<file path="src/rtl/nvh_pkg.sv">
/*
 * Shared constants for the host-side controller of a byte-wide SRAM with
 * a nonvolatile shadow array: pin widths, command codes, the six-step
 * command address table and the wait times turned into mclk cycles.
 * Assumes a 50 MHz mclk; every time below is converted at that rate.
 */
package nvh_pkg;

    // Pin and command widths
    localparam int unsigned ADDR_W = 15;      // Byte select lines
    localparam int unsigned CMD_ADDR_W = 14;  // Bits the detector compares
    localparam int unsigned DATA_W = 8;       // Byte lines
    localparam int unsigned CNT_W = 20;       // Wide enough for the store wait
    localparam int unsigned SEQ_LEN = 6;      // Reads in a command sequence

    // Host command codes
    typedef enum logic [1:0] {
        NVH_OP_READ,
        NVH_OP_WRITE,
        NVH_OP_STORE,
        NVH_OP_RECALL
    } nvh_op_t;

    // Command address table, low 14 bits only
    localparam logic [13:0] SEQ_ADDR_0 = 14'h0e38;
    localparam logic [13:0] SEQ_ADDR_1 = 14'h31c7;
    localparam logic [13:0] SEQ_ADDR_2 = 14'h03e0;
    localparam logic [13:0] SEQ_ADDR_3 = 14'h3c1f;
    localparam logic [13:0] SEQ_ADDR_4 = 14'h303f;
    localparam logic [13:0] SEQ_STORE_LAST = 14'h0fc0;
    localparam logic [13:0] SEQ_RECALL_LAST = 14'h0c63;
    localparam logic [2:0] SEQ_LAST_IDX = 3'h5;

    // Clock
    localparam int unsigned CLK_PERIOD_NS = 20;

    // Pin access timing (least times round up)
    localparam int unsigned ACCESS_TIME_NS = 45;
    localparam int unsigned ACCESS_CYC =
        (ACCESS_TIME_NS + CLK_PERIOD_NS - 1) / CLK_PERIOD_NS;
    localparam int unsigned SYNC_STAGES = 2;
    localparam int unsigned CE_LOW_CYC = ACCESS_CYC + SYNC_STAGES;

    // Nonvolatile wait times (host waits at least these)
    localparam int unsigned POWERUP_RELOAD_TIME_US = 550;
    localparam int unsigned POWERUP_RELOAD_CYC =
        (POWERUP_RELOAD_TIME_US * 1000 + CLK_PERIOD_NS - 1) / CLK_PERIOD_NS;
    localparam int unsigned SW_RELOAD_TIME_US = 20;
    localparam int unsigned SW_RELOAD_CYC =
        (SW_RELOAD_TIME_US * 1000 + CLK_PERIOD_NS - 1) / CLK_PERIOD_NS;
    localparam int unsigned STORE_TIME_MS = 10;
    localparam int unsigned STORE_CYC =
        (STORE_TIME_MS * 1000000 + CLK_PERIOD_NS - 1) / CLK_PERIOD_NS;

endpackage
</file>
<file path="src/rtl/nvh_bus_cycle.sv">
/*
 * One chip-enable-controlled access on the asynchronous SRAM pins: one
 * cycle of address setup, chip enable low for CE_LOW_CYC cycles, then a
 * cycle of data hold. Assumes the byte lines input is already passed
 * through two flip-flops by the caller and that start comes only while
 * the engine is idle.
 */
module nvh_bus_cycle
    import nvh_pkg::*;
(
    input wire logic mclk,
    input wire logic sys_rst,
    input wire logic start,
    input wire logic wr,
    input wire logic [nvh_pkg::ADDR_W-1:0] addr,
    input wire logic [nvh_pkg::DATA_W-1:0] wdata,
    input wire logic [nvh_pkg::DATA_W-1:0] byte_lines_in_s,
    output logic done_ff,
    output logic [nvh_pkg::DATA_W-1:0] rdata_ff,
    output logic chip_en_n_ff,
    output logic wr_en_n_ff,
    output logic out_en_n_ff,
    output logic [nvh_pkg::ADDR_W-1:0] byte_select_lines_ff,
    output logic [nvh_pkg::DATA_W-1:0] byte_lines_out_ff,
    output logic byte_lines_oe_ff
);
    typedef enum logic [1:0] {CY_IDLE, CY_SETUP, CY_HOLD, CY_END} nvh_cy_t;

    nvh_cy_t state_ff;        // Access phase
    logic [2:0] cnt_ff;       // Cycles left with chip enable low
    logic wr_ff;              // Access direction latched at start
    wire cnt_zero = (cnt_ff == 3'h0);

    // Pin sequencing; strobes always return high before data is released
    always_ff @(posedge mclk or posedge sys_rst) begin
        if (sys_rst) begin
            state_ff <= CY_IDLE;
            cnt_ff <= 3'h0;
            wr_ff <= 1'b0;
            done_ff <= 1'b0;
            rdata_ff <= 8'h00;
            chip_en_n_ff <= 1'b1;
            wr_en_n_ff <= 1'b1;
            out_en_n_ff <= 1'b1;
            byte_select_lines_ff <= 15'h0000;
            byte_lines_out_ff <= 8'h00;
            byte_lines_oe_ff <= 1'b0;
        end else begin
            done_ff <= 1'b0;
            case (state_ff)
                CY_IDLE: begin
                    // Address and write data settle before chip enable
                    if (start) begin
                        byte_select_lines_ff <= addr;
                        byte_lines_out_ff <= wdata;
                        byte_lines_oe_ff <= wr;
                        wr_ff <= wr;
                        state_ff <= CY_SETUP;
                    end
                end
                CY_SETUP: begin
                    // Chip enable falls; write enable only for a write
                    chip_en_n_ff <= 1'b0;
                    wr_en_n_ff <= ~wr_ff;
                    out_en_n_ff <= wr_ff;
                    cnt_ff <= 3'(CE_LOW_CYC - 1);
                    state_ff <= CY_HOLD;
                end
                CY_HOLD: begin
                    if (cnt_zero) begin
                        // Two sync stages already covered in CE_LOW_CYC
                        if (!wr_ff) begin
                            rdata_ff <= byte_lines_in_s;
                        end
                        chip_en_n_ff <= 1'b1;
                        wr_en_n_ff <= 1'b1;
                        out_en_n_ff <= 1'b1;
                        state_ff <= CY_END;
                    end else begin
                        cnt_ff <= cnt_ff - 3'h1;
                    end
                end
                CY_END: begin
                    // Data held one cycle past the strobes
                    byte_lines_oe_ff <= 1'b0;
                    done_ff <= 1'b1;
                    state_ff <= CY_IDLE;
                end
                default: begin
                    state_ff <= CY_IDLE;
                end
            endcase
        end
    end
endmodule

</file>
<file path="src/rtl/nvh_ctrl.sv">
/*
 * Host-side controller for an asynchronous byte-wide SRAM with a
 * nonvolatile shadow array. Takes read, write, store and recall commands
 * on a valid/ready port and drives the memory pins through one access
 * engine. Assumes supply_ok is a pin from a supply monitor that is high
 * while the memory supply is above its trip level, and that this block is
 * the only master on the memory pins.
 */
// Functional notes
// - Recall follows six reads, last 0x0C63
// - Never write while power-up recall ends
// - Six addresses consecutive, in exact order
// - Write enable high across all six reads
module nvh_ctrl
    import nvh_pkg::*;
#(
    parameter int unsigned POWERUP_WAIT = nvh_pkg::POWERUP_RELOAD_CYC,
    parameter int unsigned RECALL_WAIT = nvh_pkg::SW_RELOAD_CYC,
    parameter int unsigned STORE_WAIT = nvh_pkg::STORE_CYC
)
(
    input wire logic mclk,
    input wire logic sys_rst,
    input wire logic cmd_valid,
    input wire logic [1:0] cmd_op,
    input wire logic [nvh_pkg::ADDR_W-1:0] cmd_addr,
    input wire logic [nvh_pkg::DATA_W-1:0] cmd_wdata,
    output logic cmd_ready_ff,
    output logic rsp_valid_ff,
    output logic [nvh_pkg::DATA_W-1:0] rsp_rdata_ff,
    output logic supply_up_ff,
    input wire logic supply_ok,
    output logic chip_en_n,
    output logic wr_en_n,
    output logic out_en_n,
    output logic [nvh_pkg::ADDR_W-1:0] byte_select_lines,
    input wire logic [nvh_pkg::DATA_W-1:0] byte_lines_in,
    output logic [nvh_pkg::DATA_W-1:0] byte_lines_out,
    output logic byte_lines_oe
);
    import nvh_pkg::*;

    typedef enum logic [2:0] {
        ST_PWR_LOW,    // Supply below trip level
        ST_PWR_WAIT,   // Automatic reload running in the memory
        ST_IDLE,       // Ready for a command
        ST_ACC,        // Plain read or write on the pins
        ST_SEQ,        // Command read sequence in flight
        ST_NV_WAIT     // Store or recall running in the memory
    } nvh_state_t;

    nvh_state_t state_ff;
    nvh_state_t nxt_state;

    // Pin input synchronisers; first stages feed only the second
    logic supply_meta_ff;
    logic supply_sync_ff;
    logic [DATA_W-1:0] dq_meta_ff;
    logic [DATA_W-1:0] dq_sync_ff;

    logic [CNT_W-1:0] wait_ff;       // Down-counter for memory busy times
    logic [2:0] seq_idx_ff;          // Step within the six-read sequence
    logic store_ff;                  // Sequence ends in a store
    logic start_ff;                  // One-cycle kick to the access engine
    logic acc_wr_ff;                 // Access is a write
    logic [ADDR_W-1:0] acc_addr_ff;  // Address for the engine
    logic [DATA_W-1:0] acc_wdata_ff; // Write data for the engine

    logic eng_done;                  // Engine finished an access
    logic [DATA_W-1:0] eng_rdata;    // Byte captured by the engine

    // Command decode
    wire take_cmd = cmd_valid & cmd_ready_ff;
    wire op_write = (cmd_op == NVH_OP_WRITE);
    wire op_store = (cmd_op == NVH_OP_STORE);
    wire op_nv = op_store | (cmd_op == NVH_OP_RECALL);
    wire wait_zero = (wait_ff == CNT_W'(0));
    wire seq_last = (seq_idx_ff == SEQ_LAST_IDX);
    wire supply_low = ~supply_sync_ff;

    // Sequence address table; bit 14 driven low as it is not compared
    wire [13:0] last_addr = store_ff ? SEQ_STORE_LAST :
        SEQ_RECALL_LAST;
    wire [2:0] next_idx = seq_idx_ff + 3'h1;
    wire [13:0] seq_addr =
        (next_idx == 3'h1) ? SEQ_ADDR_1 :
        (next_idx == 3'h2) ? SEQ_ADDR_2 :
        (next_idx == 3'h3) ? SEQ_ADDR_3 :
        (next_idx == 3'h4) ? SEQ_ADDR_4 : last_addr;
    wire [CNT_W-1:0] nv_wait = store_ff ? CNT_W'(STORE_WAIT - 1) :
        CNT_W'(RECALL_WAIT - 1);

    // Pin synchronisers
    always_ff @(posedge mclk or posedge sys_rst) begin
        if (sys_rst) begin
            supply_meta_ff <= 1'b0;
            supply_sync_ff <= 1'b0;
            dq_meta_ff <= 8'h00;
            dq_sync_ff <= 8'h00;
        end else begin
            supply_meta_ff <= supply_ok;
            supply_sync_ff <= supply_meta_ff;
            dq_meta_ff <= byte_lines_in;
            dq_sync_ff <= dq_meta_ff;
        end
    end

    // Next state; a low supply returns to ST_PWR_LOW, except in ST_ACC, ST_SEQ or when a command is taken
    always_comb begin
        nxt_state = state_ff;
        case (state_ff)
            ST_PWR_LOW: begin
                // Memory has latched its reload request while low
                if (!supply_low) begin
                    nxt_state = ST_PWR_WAIT;
                end
            end
            ST_PWR_WAIT: begin
                if (supply_low) begin
                    nxt_state = ST_PWR_LOW;
                end else if (wait_zero) begin
                    nxt_state = ST_IDLE;
                end
            end
            ST_IDLE: begin
                // A taken command always runs, or its answer is lost
                if (take_cmd) begin
                    nxt_state = op_nv ? ST_SEQ : ST_ACC;
                end else if (supply_low) begin
                    nxt_state = ST_PWR_LOW;
                end
            end
            ST_ACC: begin
                if (eng_done) begin
                    nxt_state = ST_IDLE;
                end
            end
            ST_SEQ: begin
                // Nothing else reaches the pins until the sixth read
                if (eng_done && seq_last) begin
                    nxt_state = ST_NV_WAIT;
                end
            end
            ST_NV_WAIT: begin
                if (supply_low) begin
                    nxt_state = ST_PWR_LOW;
                end else if (wait_zero) begin
                    nxt_state = ST_IDLE;
                end
            end
            default: begin
                nxt_state = ST_PWR_LOW;
            end
        endcase
    end

    // State and busy counter; the count restarts on each power-up
    always_ff @(posedge mclk or posedge sys_rst) begin
        if (sys_rst) begin
            state_ff <= ST_PWR_LOW;
            wait_ff <= CNT_W'(0);
        end else begin
            state_ff <= nxt_state;
            if (state_ff == ST_PWR_LOW) begin
                wait_ff <= CNT_W'(POWERUP_WAIT - 1);
            end else if (state_ff == ST_SEQ && nxt_state == ST_NV_WAIT) begin
                wait_ff <= nv_wait;
            end else if (!wait_zero) begin
                wait_ff <= wait_ff - CNT_W'(1);
            end
        end
    end

    // Access requests to the engine
    always_ff @(posedge mclk or posedge sys_rst) begin
        if (sys_rst) begin
            start_ff <= 1'b0;
            acc_wr_ff <= 1'b0;
            acc_addr_ff <= 15'h0000;
            acc_wdata_ff <= 8'h00;
            seq_idx_ff <= 3'h0;
            store_ff <= 1'b0;
        end else begin
            start_ff <= 1'b0;
            if (state_ff == ST_IDLE && nxt_state != ST_IDLE &&
                    nxt_state != ST_PWR_LOW) begin
                start_ff <= 1'b1;
                // Sequence reads never assert write enable
                acc_wr_ff <= op_write & ~op_nv;
                acc_addr_ff <= op_nv ? {1'b0, SEQ_ADDR_0} : cmd_addr;
                acc_wdata_ff <= cmd_wdata;
                seq_idx_ff <= 3'h0;
                store_ff <= op_store;
            end else if (state_ff == ST_SEQ && eng_done && !seq_last) begin
                // Next step follows directly, no other access between
                start_ff <= 1'b1;
                acc_addr_ff <= {1'b0, seq_addr};
                seq_idx_ff <= next_idx;
            end
        end
    end

    // User handshake and answers
    always_ff @(posedge mclk or posedge sys_rst) begin
        if (sys_rst) begin
            cmd_ready_ff <= 1'b0;
            rsp_valid_ff <= 1'b0;
            rsp_rdata_ff <= 8'h00;
            supply_up_ff <= 1'b0;
        end else begin
            // Ready only while idle, settled and with supply up
            cmd_ready_ff <= (nxt_state == ST_IDLE) && (state_ff == ST_IDLE)
                && !take_cmd;
            supply_up_ff <= supply_sync_ff;
            rsp_valid_ff <= 1'b0;
            if (state_ff == ST_ACC && eng_done) begin
                rsp_valid_ff <= 1'b1;
                rsp_rdata_ff <= acc_wr_ff ? 8'h00 : eng_rdata;
            end else if (state_ff == ST_NV_WAIT && nxt_state == ST_IDLE) begin
                // Byte from the fifth read kept for inspection
                rsp_valid_ff <= 1'b1;
            end else if (state_ff == ST_SEQ && eng_done && !seq_last) begin
                rsp_rdata_ff <= eng_rdata;
            end
        end
    end

    // Pin access engine
    nvh_bus_cycle u_cycle (
        .mclk(mclk),
        .sys_rst(sys_rst),
        .start(start_ff),
        .wr(acc_wr_ff),
        .addr(acc_addr_ff),
        .wdata(acc_wdata_ff),
        .byte_lines_in_s(dq_sync_ff),
        .done_ff(eng_done),
        .rdata_ff(eng_rdata),
        .chip_en_n_ff(chip_en_n),
        .wr_en_n_ff(wr_en_n),
        .out_en_n_ff(out_en_n),
        .byte_select_lines_ff(byte_select_lines),
        .byte_lines_out_ff(byte_lines_out),
        .byte_lines_oe_ff(byte_lines_oe)
    );
endmodule

</file>
<file path="config.mk">
export PLATFORM = sky130hd
export DESIGN_NAME = nvh_ctrl
export DESIGN_NICKNAME = d
export VERILOG_FILES = /design/src/rtl/nvh_pkg.sv /design/src/rtl/nvh_bus_cycle.sv /design/src/rtl/nvh_ctrl.sv
export SDC_FILE = /design/constraint.sdc
export NUM_CORES = 1
export LEC_CHECK = 0
export BUFFER_PORTS_ARGS = -buffer_cell sky130_fd_sc_hd__buf_2
export CAP_MARGIN = 20
export CORE_ASPECT_RATIO = 1.2
export CORE_MARGIN = 10
export CORE_UTILIZATION = 35
export DETAILED_ROUTE_END_ITERATION = 16
export HOLD_SLACK_MARGIN = 0.06
export SLEW_MARGIN = 20
export SYNTH_ARGS = -nofsm -noshare
export SYNTH_HDL_FRONTEND = slang
export SYNTH_SLANG_ARGS = --single-unit
</file>
<file path="constraint.sdc">
create_clock -name mclk -period 6.15 [get_ports mclk]
set_clock_uncertainty 0.15 [all_clocks]
set_input_delay 0.615 -clock mclk [delete_from_list [all_inputs] [get_ports mclk]]
set_output_delay 0.615 -clock mclk [all_outputs]
set_load 0.02 [all_outputs]
</file>
Word-level counts from Yosys, hierarchy flattened
Index checks and enable logic that the tools add are counted.
Storage, ports and cells
  output and inout port bits: 38
  flip-flop bits (word level): 123
Operators by class
  $add $sub $neg: 3
  reductions and logical operators: 29
  eq/ne operators: 24
  bitwise operators: 5
  mux-type cells: 43
Operators with widths (count)
  2-to-1 mux 20 bit: 3
  2-to-1 mux 14 bit: 4
  2-to-1 mux 15 bit: 3
  2-to-1 mux 3 bit: 11
  2-to-1 mux 8 bit: 4
  logical NOT 20 bit: 1
  subtractor 20 x 1 -> 20 bit, second input constant: 1
  2-to-1 mux 19 bit: 1
  == test 3 x 2 -> 1 bit, second input constant: 5
  == test 3 bit, second input constant: 5
  case mux 3 bit (5 select lines): 1
  AND reduction 2 bit: 6
  logical AND 1 bit: 10
  2-to-1 mux 10 bit: 1
  == test 2 bit, second input constant: 4
  case mux 1 bit (2 select lines): 4
  case mux 2 bit (4 select lines): 1
  nonzero test 2 bit: 4
  2-to-1 mux 1 bit: 7
  == test 3 x 1 -> 1 bit, second input constant: 2
  logical NOT 3 bit: 2
  inequality test 2 bit, second input constant: 3
  case mux 3 bit (2 select lines): 1
  == test 2 x 1 -> 1 bit, second input constant: 2
  other kinds (14): 18

Logic depth before layout (Yosys ltp)
Gate-level depths: netlist of run 1.
  depth in word-level cells: 9
  mapped depth: 8

Hierarchy
From an unflattened synthesis of run 1, not the netlist that was laid out.
Second synthesis, totals
  cell total of the unflattened synthesis: 450
  area total of the unflattened synthesis: 5501.5 µm²
By module, submodules not included
  nvh_ctrl: area an instance 3737.3 µm², cells an instance 333, instances 1
  nvh_bus_cycle: area an instance 1764.2 µm², cells an instance 117, instances 1

Worst setup path after synthesis of run 1
OpenSTA, ideal clock, no wires.
  path type: reg2reg
  from: register wait_ff[6]
  to: register wait_ff[13]
  arrival time: 1748 ps
  cell stages (with the launch flop): 6
  path buffers: 0
  library setup time: 125 ps
  required time: 5875 ps
  period minus slack after synthesis: 2023 ps
  slack: 4127 ps
  path through: dfrtp_1 nor4_4 nand3_1 or4_1 xor2_1 o21ai_2
On the way
  word-level cells in the longest chain between the ends: 8
  elaborated cells on any way between the ends: 11
Ends and longest elaborated chain
  start: declaration: RTL line nvh_ctrl.sv:61  | logic [CNT_W-1:0] wait_ff;
  start signal: assignment: RTL line nvh_ctrl.sv:165  | wait_ff <= CNT_W'(POWERUP_WAIT - 1);
  start signal: assignment: RTL line nvh_ctrl.sv:167  | wait_ff <= nv_wait;
  start signal: assignment: RTL line nvh_ctrl.sv:169  | wait_ff <= wait_ff - CNT_W'(1);
  logical NOT 20 bit: RTL line nvh_ctrl.sv:77  | wire wait_zero = (wait_ff == CNT_W'(0));
  2-to-1 mux 3 bit: RTL line nvh_ctrl.sv:121, nvh_ctrl.sv:147
  2-to-1 mux 3 bit: RTL line nvh_ctrl.sv:119  | if (supply_low) begin
  case mux 3 bit (5 select lines): RTL line nvh_ctrl.sv:111  | case (state_ff)
  == test 3 bit: RTL line nvh_ctrl.sv:166  | end else if (state_ff == ST_SEQ && nxt_state == ST_NV_WAIT) begin
  logical AND 1 bit: RTL line nvh_ctrl.sv:166
  2-to-1 mux 20 bit: RTL line nvh_ctrl.sv:166
  2-to-1 mux 20 bit: RTL line nvh_ctrl.sv:164  | if (state_ff == ST_PWR_LOW) begin
Parallel ways exist; a longest one is shown, timed or not. The select of a mux whose other input is x is not followed.
A chain may end at the register's enable or synchronous reset.

Worst setup path in the final report of run 1
  from: register state_ff[0]
  to: register acc_addr_ff[4]
On the way
  word-level cells in the longest chain between the ends: 7
  elaborated cells on any way between the ends: 23
Ends and longest elaborated chain
  start: declaration: RTL line nvh_ctrl.sv:52  | nvh_state_t state_ff;
  start signal: assignment: RTL line nvh_ctrl.sv:163  | state_ff <= nxt_state;
  == test 3 bit (tied with other cells): RTL line nvh_ctrl.sv:111
  OR reduction 2 bit (no line) (tied with other cells)
  case mux 3 bit (5 select lines): RTL line nvh_ctrl.sv:111
  inequality test 3 x 2 -> 1 bit: RTL line nvh_ctrl.sv:185  | if (state_ff == ST_IDLE && nxt_state != ST_IDLE &&
  logical AND 1 bit (2 in series): RTL line nvh_ctrl.sv:185
  2-to-1 mux 15 bit or nonzero test 2 bit (tied branches)
  end signal: assignment: RTL line nvh_ctrl.sv:190  | acc_addr_ff <= op_nv ? {1'b0, SEQ_ADDR_0} : cmd_addr;
  end signal: assignment: RTL line nvh_ctrl.sv:197  | acc_addr_ff <= {1'b0, seq_addr};
  end: declaration: RTL line nvh_ctrl.sv:66  | logic [ADDR_W-1:0] acc_addr_ff;
Parallel ways exist; a longest one is shown, timed or not.

==> results.md, run 1 <==
* Sequential Power Share at 0.422
* Worst path arrival time at 2.82 ns
* Root Driver: clkbuf_16
* Worst R2R Start: state_ff[0]
* Maxcap violations at 0
* Layout cells sized above 1 at 0.288
* DRC violations left at 0
* Post-DR vias/cell at 4.99
* Net Sw Frac at 0.229
* Die height at 156 um
* Setup bufs post-CTS at 0
* Synth Area in XOR/XNOR at 0.0245
* Slew HR at 0.419
* Final setup vio count at 0
* Min-Delay Path Class: input port to async pin
* Fraction of the mapped netlist area in adder cells at 0.0280
* Final ANT Viol Nets at 0
* Int Pwr at 1.55 mW
* Critical Path RT at 6.30 ns
* Largest net degree at the start of global routing at 69
* Sw Pwr at 461 uW
* Cells after Synth at 466
* Power, Total at 2.01 mW
* Net count after synthesis at 515
* Fin cells at 764
* Pre-antenna DRT Iters at 4
* Storage element area at 3080 sq um
* First-pass GRT wire length at 21200 um
* Final Cycle Share at 0.433
* Area of the core at 15000 sq um
* Most frequent cells in the layout: 120 x dfrtp_1, 74 x buf_2, 61 x nand2_1
* DP Wirelength at 8820 um
* Synthesis-to-layout area growth at 22.9%
* Count of yosys warnings during synthesis at 0
* Main combinational cell family by area after synthesis: simple AND/OR/NAND/NOR gates
* Initial DRC Count at 235
* Most common cell after layout, fill and taps aside: dfrtp_1
* Fillers at 1413
* Clk pwr share at 0.536
* Static Leak at 2.99 nW
* Starting Density at 0.357
* Combinational share of power at 0.042
* Fin. Hold Viols at 0
* Initial antenna violation count at 0
* Pwr Density at 305 nW/um^2
* Placed cell count at 732
* Post-synthesis compound-gate area fraction at 0.120
* Seq/Total Area, Yosys at 0.575
* # port buffers at 74
* GRT Util Overall at 0.128
* Flop and latch count out of synthesis at 123
* Worst Setup End Kind: register
* Total vias in the final route at 3813
* Post-Synth Simple-Gate Area at 0.161
* FMAX at 375 MHz
* Max Buffers Root-to-Sink at 2
* Placement row count at 49
* Worst-path clk slew at 0.06 ns
* Syn Std Cell Area at 5360 sq um
* Vias in the first global route at 4104
* Post-synth ARST share at 1.00
* VDD IR-drop max at 0.150 mV
* Grt ovf at 0
* Mux contribution to synthesized area at 0.0689
* Post-Route WL at 12400 um
* Clock sink count at 123
* Number of synthesized flops with an enable pin at 0
* Crit Path Max Fanout at 13
* Latest clock arrival within the worst-skew pair at 0.42 ns
* Multi-input logic area at 2160 sq um
* R2R setup slack at 3.48 ns
* Critical path class: register to register
* # hold bufs at CTS at 0
* Worst Setup SP: state_ff[0]
* DIE AREA at 20700 sq um
* Worst Tran Pin Value at 0.872 ns
* Fin Setup TNS at 0 ns
* I/O Pins at 75
* CP startpoint kind: register
* WL/cell at 16.3 um
* Slew Limit Fails at 0
* Die W at 133 um
* Routability Congestion at 0.817
* Ant. Diodes at 0
* Yosys cell types at 66
* Total clock buffers created by CTS at 17
* Synthesized area per cell at 11.5 sq um
* CTS H-Tree Depth at 4
* Period minus WS final at 2.67 ns
* RSZ-0062 raised after global routing: no
* Synth Flop Type: dfrtp_1
* Final Core Density at 0.439
* Outcome: finished, final reports clean
* CTS tree: yes
* CTS resizes at 0
* Final net count at 596
[sequential cells by signal, summed over array words and instances (netlist names), 2 cells and up]
| register | count |
|---|---|
| acc_addr_ff | 15 |
| acc_wdata_ff | 8 |
| dq_meta_ff | 8 |
| dq_sync_ff | 8 |
| rsp_rdata_ff | 8 |
| seq_idx_ff | 3 |
| state_ff | 3 |
| u_cycle.byte_lines_out_ff | 8 |
| u_cycle.byte_select_lines_ff | 15 |
| u_cycle.cnt_ff | 3 |
| u_cycle.rdata_ff | 8 |
| u_cycle.state_ff | 2 |
| wait_ff | 20 |
[worst paths after layout]
path,to,cells after the start
worst max-delay path,acc_addr_ff[4],5
worst min-delay path,rsp_rdata_ff[3],2
worst max register to register,acc_addr_ff[4],5
worst min register to register,dq_sync_ff[5],0
max in group asynchronous,state_ff[1],3
min in group mclk,dq_meta_ff[7],1
[critical path, stage by stage, from the launching register on]
cell and delay (ns):
dfrtp_1 0.49, nor3b_1 0.47, a32oi_1 0.21, a31oi_2 0.73, nor2_4 0.17, a211o_1 0.33
[cells in the mapped netlist, drive strengths merged (4+ instances only)]
| master | count | area share |
|---|---|---|
| xor2 | 6 | 0.0098 |
| dfrtp | 120 | 0.56 |
| nor2 | 28 | 0.021 |
| or3 | 4 | 0.0049 |
| nor3 | 10 | 0.011 |
| nand3 | 14 | 0.016 |
| xnor2 | 9 | 0.015 |
| nand2 | 62 | 0.043 |
| a31oi | 5 | 0.0070 |
| nand3b | 5 | 0.0070 |
| a21oi | 12 | 0.012 |
| a22o | 11 | 0.018 |
| nor4 | 7 | 0.015 |
| nand2b | 6 | 0.0070 |
| clkbuf | 9 | 0.0063 |
| o21ai | 30 | 0.029 |
| ha | 12 | 0.028 |
| inv | 19 | 0.013 |
| and2 | 5 | 0.0058 |
| buf | 4 | 0.0037 |
| mux2 | 31 | 0.065 |
| a2bb2oi | 7 | 0.011 |
[per-layer routing]
metal | global-route usage | vias to the layer above | routed length (um)
met4 | 0.0572 | 0 | 256
met3 | 0.0451 | 23 | 629
met1 | 0.155 | 1892 | 5530
met2 | 0.200 | 79 | 6030
met5 | 0 | - | 0
li1 | - | 1819 | -
[area by class of cell]
| cell class | count | share of cell area |
|---|---|---|
| sequential | 123 | 0.468 |
| timing repair buffer | 75 | 0.0573 |
| tap | 204 | 0.0387 |
| inverter | 19 | 0.0112 |
| clock buffer | 18 | 0.0651 |
| clock inverter | 14 | 0.0321 |
| multi-input combinational | 311 | 0.328 |
[per-stage QoR]
| stage | setup slack (ns) | instance area [sq um] | hold slack, ns |
|---|---|---|---|
| after detailed placement | 3.46 | 5950 | 0.185 |
| after global placement | 3.58 | 5940 | 0.183 |
| final | 3.48 | 6590 | 0.145 |
| after floorplan | 2.12 | 5360 | 0.181 |
| after global routing | 3.27 | 6590 | 0.129 |
| after CTS | 3.46 | 6590 | 0.128 |
[cells by family (layout without fill, tap and decap cells)]
group,after synthesis,in the layout
buffers and inverters,32,126
muxes,33,33
adders and majority gates,12,12
xor gates and xnor gates,15,15
AOI/OAI and AO/OA,91,91
and+or+nand+nor,160,160
DFF,123,123
[power by group through the flow]
stage / logic (mW) / clock network, mW / registers (mW)
floorplan: 0.0508 / 0 / 0.862
global placement: 0.0842 / 0 / 0.862
detailed placement: 0.0857 / 0 / 0.863
CTS: 0.0866 / 1.10 / 0.849
global route: 0.0954 / 1.14 / 0.852
finish: 0.0841 / 1.08 / 0.849
(Power assumes the default switching activity.)
==> run 2: changes to the inputs <==
- clock period: 6.15 -> 2.6 ns (I/O delays scaled with it)
==> results.md, run 2 (synthesized netlist as in run 1, its figures left out) <==
* Multi-input logic area at 2150 sq um
* Delay-heaviest family, CP: compound AO/OA/AOI/OAI gates
* Max reg flops at 20
* First-pass GRT wire length at 21700 um
* Worst Tran Pin Value at 0.753 ns
* Fillers at 1358
* FMAX at 445 MHz
* Die height at 156 um
* Final Cycle Share at 0.865
* Final net count at 640
* VDD IR-drop max at 0.603 mV
* Reg2reg path depth at 6
* Slew Limit Fails at 0
* Latest clock arrival within the worst-skew pair at 0.42 ns
* Pwr Density at 648 nW/um^2
* CP bufs+invs at 1
* Final Core Density at 0.463
* Layout cells sized above 1 at 0.280
* CP cell instances: and4bb_1 > a32oi_1 > a31oi_2 > nor2_4 > inv_2 > a2bb2oi_1
* GRT Util Overall at 0.129
* Power, Total at 4.50 mW
* Period minus WS final at 2.25 ns
* Worst Setup End Kind: register
* Post-route cell area at 6950 sq um
* Routability Congestion at 0.892
* Starting Density at 0.357
* I/O Pins at 75
* Static Leak at 3.15 nW
* Placement row count at 49
* Fin Setup TNS at 0 ns
* CTS H-Tree Depth at 4
* CTS resizes at 0
* CP startpoint kind: register
* Worst path arrival time at 2.39 ns
* Area of the core at 15000 sq um
* Total vias in the final route at 3967
* Worst hold slack at 0.172 ns
* Min-Delay Path Class: input port to register
* Pre-antenna DRT Iters at 4
* Maxcap violations at 0
* Storage element area at 3080 sq um
* RSZ-0062 raised after global routing: no
* Synthesis-to-layout area growth at 29.7%
* Total clock buffers created by CTS at 17
* Critical path class: register to register
* Max Buffers Root-to-Sink at 2
* Crit Path Max Fanout at 13
* Slew HR at 0.494
* DRC violations left at 0
* Worst-path clk slew at 0.06 ns
* Final setup vio count at 0
* Die W at 133 um
* Fin. Hold Viols at 0
* Grt ovf at 0
* WL/cell at 15.5 um
* Final ANT Viol Nets at 0
* CTS tree: yes
* Vias in the first global route at 4274
* Largest Register: wait_ff
* CP peak stage delay at 0.53 ns
* Levels on crit path at 6
* Placed instance area at 6040 sq um
* Slowest cell on the critical path: dfrtp_1
* Largest regs: wait_ff x20, acc_addr_ff x15, u_cycle.byte_select_lines_ff x15
* Clock sink count at 123
* DP Wirelength at 8970 um
* Most frequent cells in the layout: 120 x dfrtp_1, 74 x buf_2, 62 x nand2_1
* Initial DRC Count at 274
* Post-DR vias/cell at 4.91
* Initial antenna violation count at 0
* Outcome: finished, final reports clean
* DIE AREA at 20700 sq um
* Hold path depth at 3
* Largest net degree at the start of global routing at 54
* Ant. Diodes at 0
* Critical Path RT at 2.74 ns
* Post-Route WL at 12500 um
* Root Driver: clkbuf_16
* Most common cell after layout, fill and taps aside: dfrtp_1
* # port buffers at 74
run 2: worst paths after layout:
kind	startpoint	end	slack, ns
min reg2reg	dq_meta_ff[7]	dq_sync_ff[7]	0.19
max	state_ff[0]	acc_addr_ff[7]	0.35
max reg2reg	state_ff[0]	acc_addr_ff[7]	0.35
max in group asynchronous	sys_rst	u_cycle.chip_en_n_ff	1.22
min	cmd_valid	cmd_ready_ff	0.17
min in group asynchronous	sys_rst	u_cycle.byte_lines_out_ff[5]	0.34
run 2: repair_timing:
action,4_1_cts,5_1_grt
setup endpoints to repair,0,0
hold endpoints to repair,60,0
setup buffers,0,0
hold buffers,34,0
run 2: final cells by class:
type | instances | share of cell area
multi-input combinational | 311 | 0.310
inverter | 19 | 0.0108
clock inverter | 14 | 0.0198
tap | 204 | 0.0367
timing repair buffer | 119 | 0.118
sequential | 123 | 0.443
clock buffer | 18 | 0.0617
run 2: per-stage QoR:
stage,std cells,setup slack (ns)
2_1_floorplan,466,0.577
3_5_place_dp,742,0.368
5_1_grt,808,0.163
3_3_place_gp,742,0.495
6_report,808,0.351
4_1_cts,808,0.352
run 2: worst min-delay path, stage by stage:
cell and delay [ns]:
buf_2 0.12, nand2_1 0.13, and3_1 0.19
run 2: per-layer routing:
metal | GRT usage | up-vias | part of all wire
li1 | - | 1907 | -
met1 | 0.154 | 1939 | 0.43
met2 | 0.212 | 102 | 0.50
met3 | 0.0416 | 19 | 0.051
met4 | 0.0498 | 0 | 0.016
met5 | 0 | - | 0
run 2: where the power goes:
part / switching, mW / internal, mW / leakage [nW]
combinational: 0.134 / 0.116 / 1.39
sequential: 0.0430 / 1.96 / 1.49
clock: 0.910 / 1.34 / 0.272
==> run 3: changes to the inputs <==
- SYNTH_HIERARCHICAL: unset -> 1
==> results.md, run 3 <==
* CP startpoint kind: register
* Layout cells sized above 1 at 0.325
* Post-route cell area at 7080 sq um
* Initial DRC Count at 284
* Number of synthesized flops with an enable pin at 0
* RSZ-0062 raised after global routing: no
* Worst Setup End Kind: register
* Root Driver: clkbuf_16
* Routability Congestion at 0.873
* Setup bufs post-CTS at 0
* Final Core Density at 0.456
* Synth top cells by count: 120 x dfrtp_1, 41 x nand2_1, 36 x mux2_2, 26 x nor2_1, 20 x o21ai_0
* Setup ws final at 0.142 ns
* Final net count at 619
* WL/cell at 15.8 um
* DP Wirelength at 9080 um
* VDD IR-drop max at 0.495 mV
* Latest clock arrival within the worst-skew pair at 0.41 ns
* Fin. Hold Viols at 0
* Worst hold slack at 0.101 ns
* Max Buffers Root-to-Sink at 2
* Total clock buffers created by CTS at 17
* Post-synth ARST share at 1.00
* Net count after synthesis at 500
* Count of yosys warnings during synthesis at 6
* Synth Flop Type: dfrtp_1
* Placed cell count at 727
* Count leader, synth: dfrtp_1
* Largest net degree at the start of global routing at 43
* First-pass GRT wire length at 20700 um
* Crit Path Max Fanout at 13
* I/O Pins at 75
* Worst path arrival time at 2.60 ns
* Reg2reg path depth at 7
* Starting Density at 0.355
* DIE AREA at 21200 sq um
* # port buffers at 74
* Worst R2R Start: seq_idx_ff[1]
* Fin cells at 790
* Final ANT Viol Nets at 0
* Die height at 157 um
* FF-to-FF End: acc_addr_ff[9]
* Vias in the first global route at 4039
* Clock sink count at 123
* FMAX at 407 MHz
* CTS H-Tree Depth at 4
* Largest regs: wait_ff x20, acc_addr_ff x15, u_cycle/byte_select_lines_ff x15
* Pre-antenna DRT Iters at 4
* Fin Setup TNS at 0 ns
* Min-Delay Path Class: input port to register
* Worst min-delay path startpoint: cmd_addr[9]
* Fillers at 1425
* Yosys top cell area share at 0.546
* Synthesis-to-layout area growth at 28.6%
* Post-Place Worst Slack at 0.0942 ns
* Placed instance area at 6120 sq um
* Placement row count at 50
* Slew Limit Fails at 0
* Flop and latch count out of synthesis at 123
* Synthesized area per cell at 12.2 sq um
* Area of the core at 15500 sq um
* CTS tree: yes
* Pwr Density at 642 nW/um^2
* Worst-path clk slew at 0.06 ns
* Seq/Total Area, Yosys at 0.560
* Max reg flops at 20
* Post-DR vias/cell at 4.95
* Outcome: finished, final reports clean
* Static Leak at 3.46 nW
* Yosys cell types at 75
* Largest Register: wait_ff
* Slew HR at 0.402
* R2R setup slack at 0.14 ns
* Hold EP: acc_addr_ff[9]
* Most common cell after layout, fill and taps aside: dfrtp_1
* Top post-synthesis cells by area: dfrtp_1 55%, mux2_2 7.4%, ha_1 3.0%
* Critical path class: register to register
* Initial antenna violation count at 0
* Final setup vio count at 0
* Largest area contributor in the netlist: dfrtp_1
* DRC violations left at 0
* Worst Tran Pin Value at 0.895 ns
* Ant. Diodes at 0
* Syn Std Cell Area at 5500 sq um
* Grt ovf at 0
* GRT Util Overall at 0.122
* Final Cycle Share at 0.945
* Power, Total at 4.54 mW
* Total vias in the final route at 3914
* Period minus WS final at 2.46 ns
* Maxcap violations at 0
* Die W at 134 um
* Hold path depth at 4
* Post-Route WL at 12500 um
* Critical Path RT at 2.74 ns
* Cells after Synth at 450
* Most frequent cells in the layout: 119 x dfrtp_1, 74 x buf_2, 41 x nand2_1
run 3: cell count changes in the layout (fill, tap and decap cells not counted), moves of 8 or more:
cell | before | now
a221o_1 | 0 | 8
a22o_1 | 11 | 2
nand2_1 | 62 | 41
nand3_1 | 12 | 2
o21ai_1 | 13 | 3
run 3: worst max-delay path by stage:
| stage | cells after the start | start | end |
|---|---|---|---|
| after global placement | 5 | state_ff[2] | acc_addr_ff[1] |
| after global routing | 7 | seq_idx_ff[1] | acc_addr_ff[4] |
| after CTS | 6 | seq_idx_ff[1] | rsp_rdata_ff[3] |
| after floorplan | 1 | sys_rst | acc_addr_ff[0] |
| after detailed placement | 6 | seq_idx_ff[1] | rsp_rdata_ff[3] |
| final | 7 | seq_idx_ff[1] | acc_addr_ff[9] |
run 3: layout make-up:
class,count,area (sq um),area share
clock buffer,18,439,0.0621
clock inverter,14,194,0.0274
inverter,15,62.6,0.00884
multi-input combinational,297,2270,0.321
sequential,123,3080,0.436
tap,208,260,0.0368
timing repair buffer,115,768,0.109
run 3: where the power goes:
group          leakage (nW)  internal [mW]  switching [mW]
clock network         0.306           1.63           0.861
registers              1.63           1.93         0.00432
logic                  1.53         0.0580          0.0604
total                  3.46           3.62           0.925
run 3: metal layers:
metal / track usage / share of wire
met1: 0.139 / 0.41
met2: 0.215 / 0.52
met3: 0.0344 / 0.049
met4: 0.0441 / 0.014
met5: 0 / 0
run 3: timing repair:
item / 4_1_cts / 5_1_grt
endpoints found under the hold margin: 90 / 0
setup endpoints to repair: 0 / 3
resized for setup: 0 / 2
hold buffers: 31 / 0
run 3: cells by family (layout without fill, tap and decap cells):
family                   count (synthesis)  in the layout  synth area share
AND/OR/NAND/NOR                        137            137             0.145
flip-flops                             123            123             0.560
AO/OA/AOI/OAI                           85             85             0.113
multiplexers                            48             48            0.0994
buffers and inverters                   30            162            0.0300
XOR/XNOR                                14             14            0.0223
adder cells (fa/ha/maj)                 13             13            0.0296
run 3: worst max-delay path, cell delays in order, from the launching register on:
cell and delay [ns]:
dfrtp_1 0.41, inv_1 0.12, ha_1 0.29, nand2_1 0.14
nor2_2 0.40, or4_4 0.23, a31oi_4 0.20, a221o_1 0.40
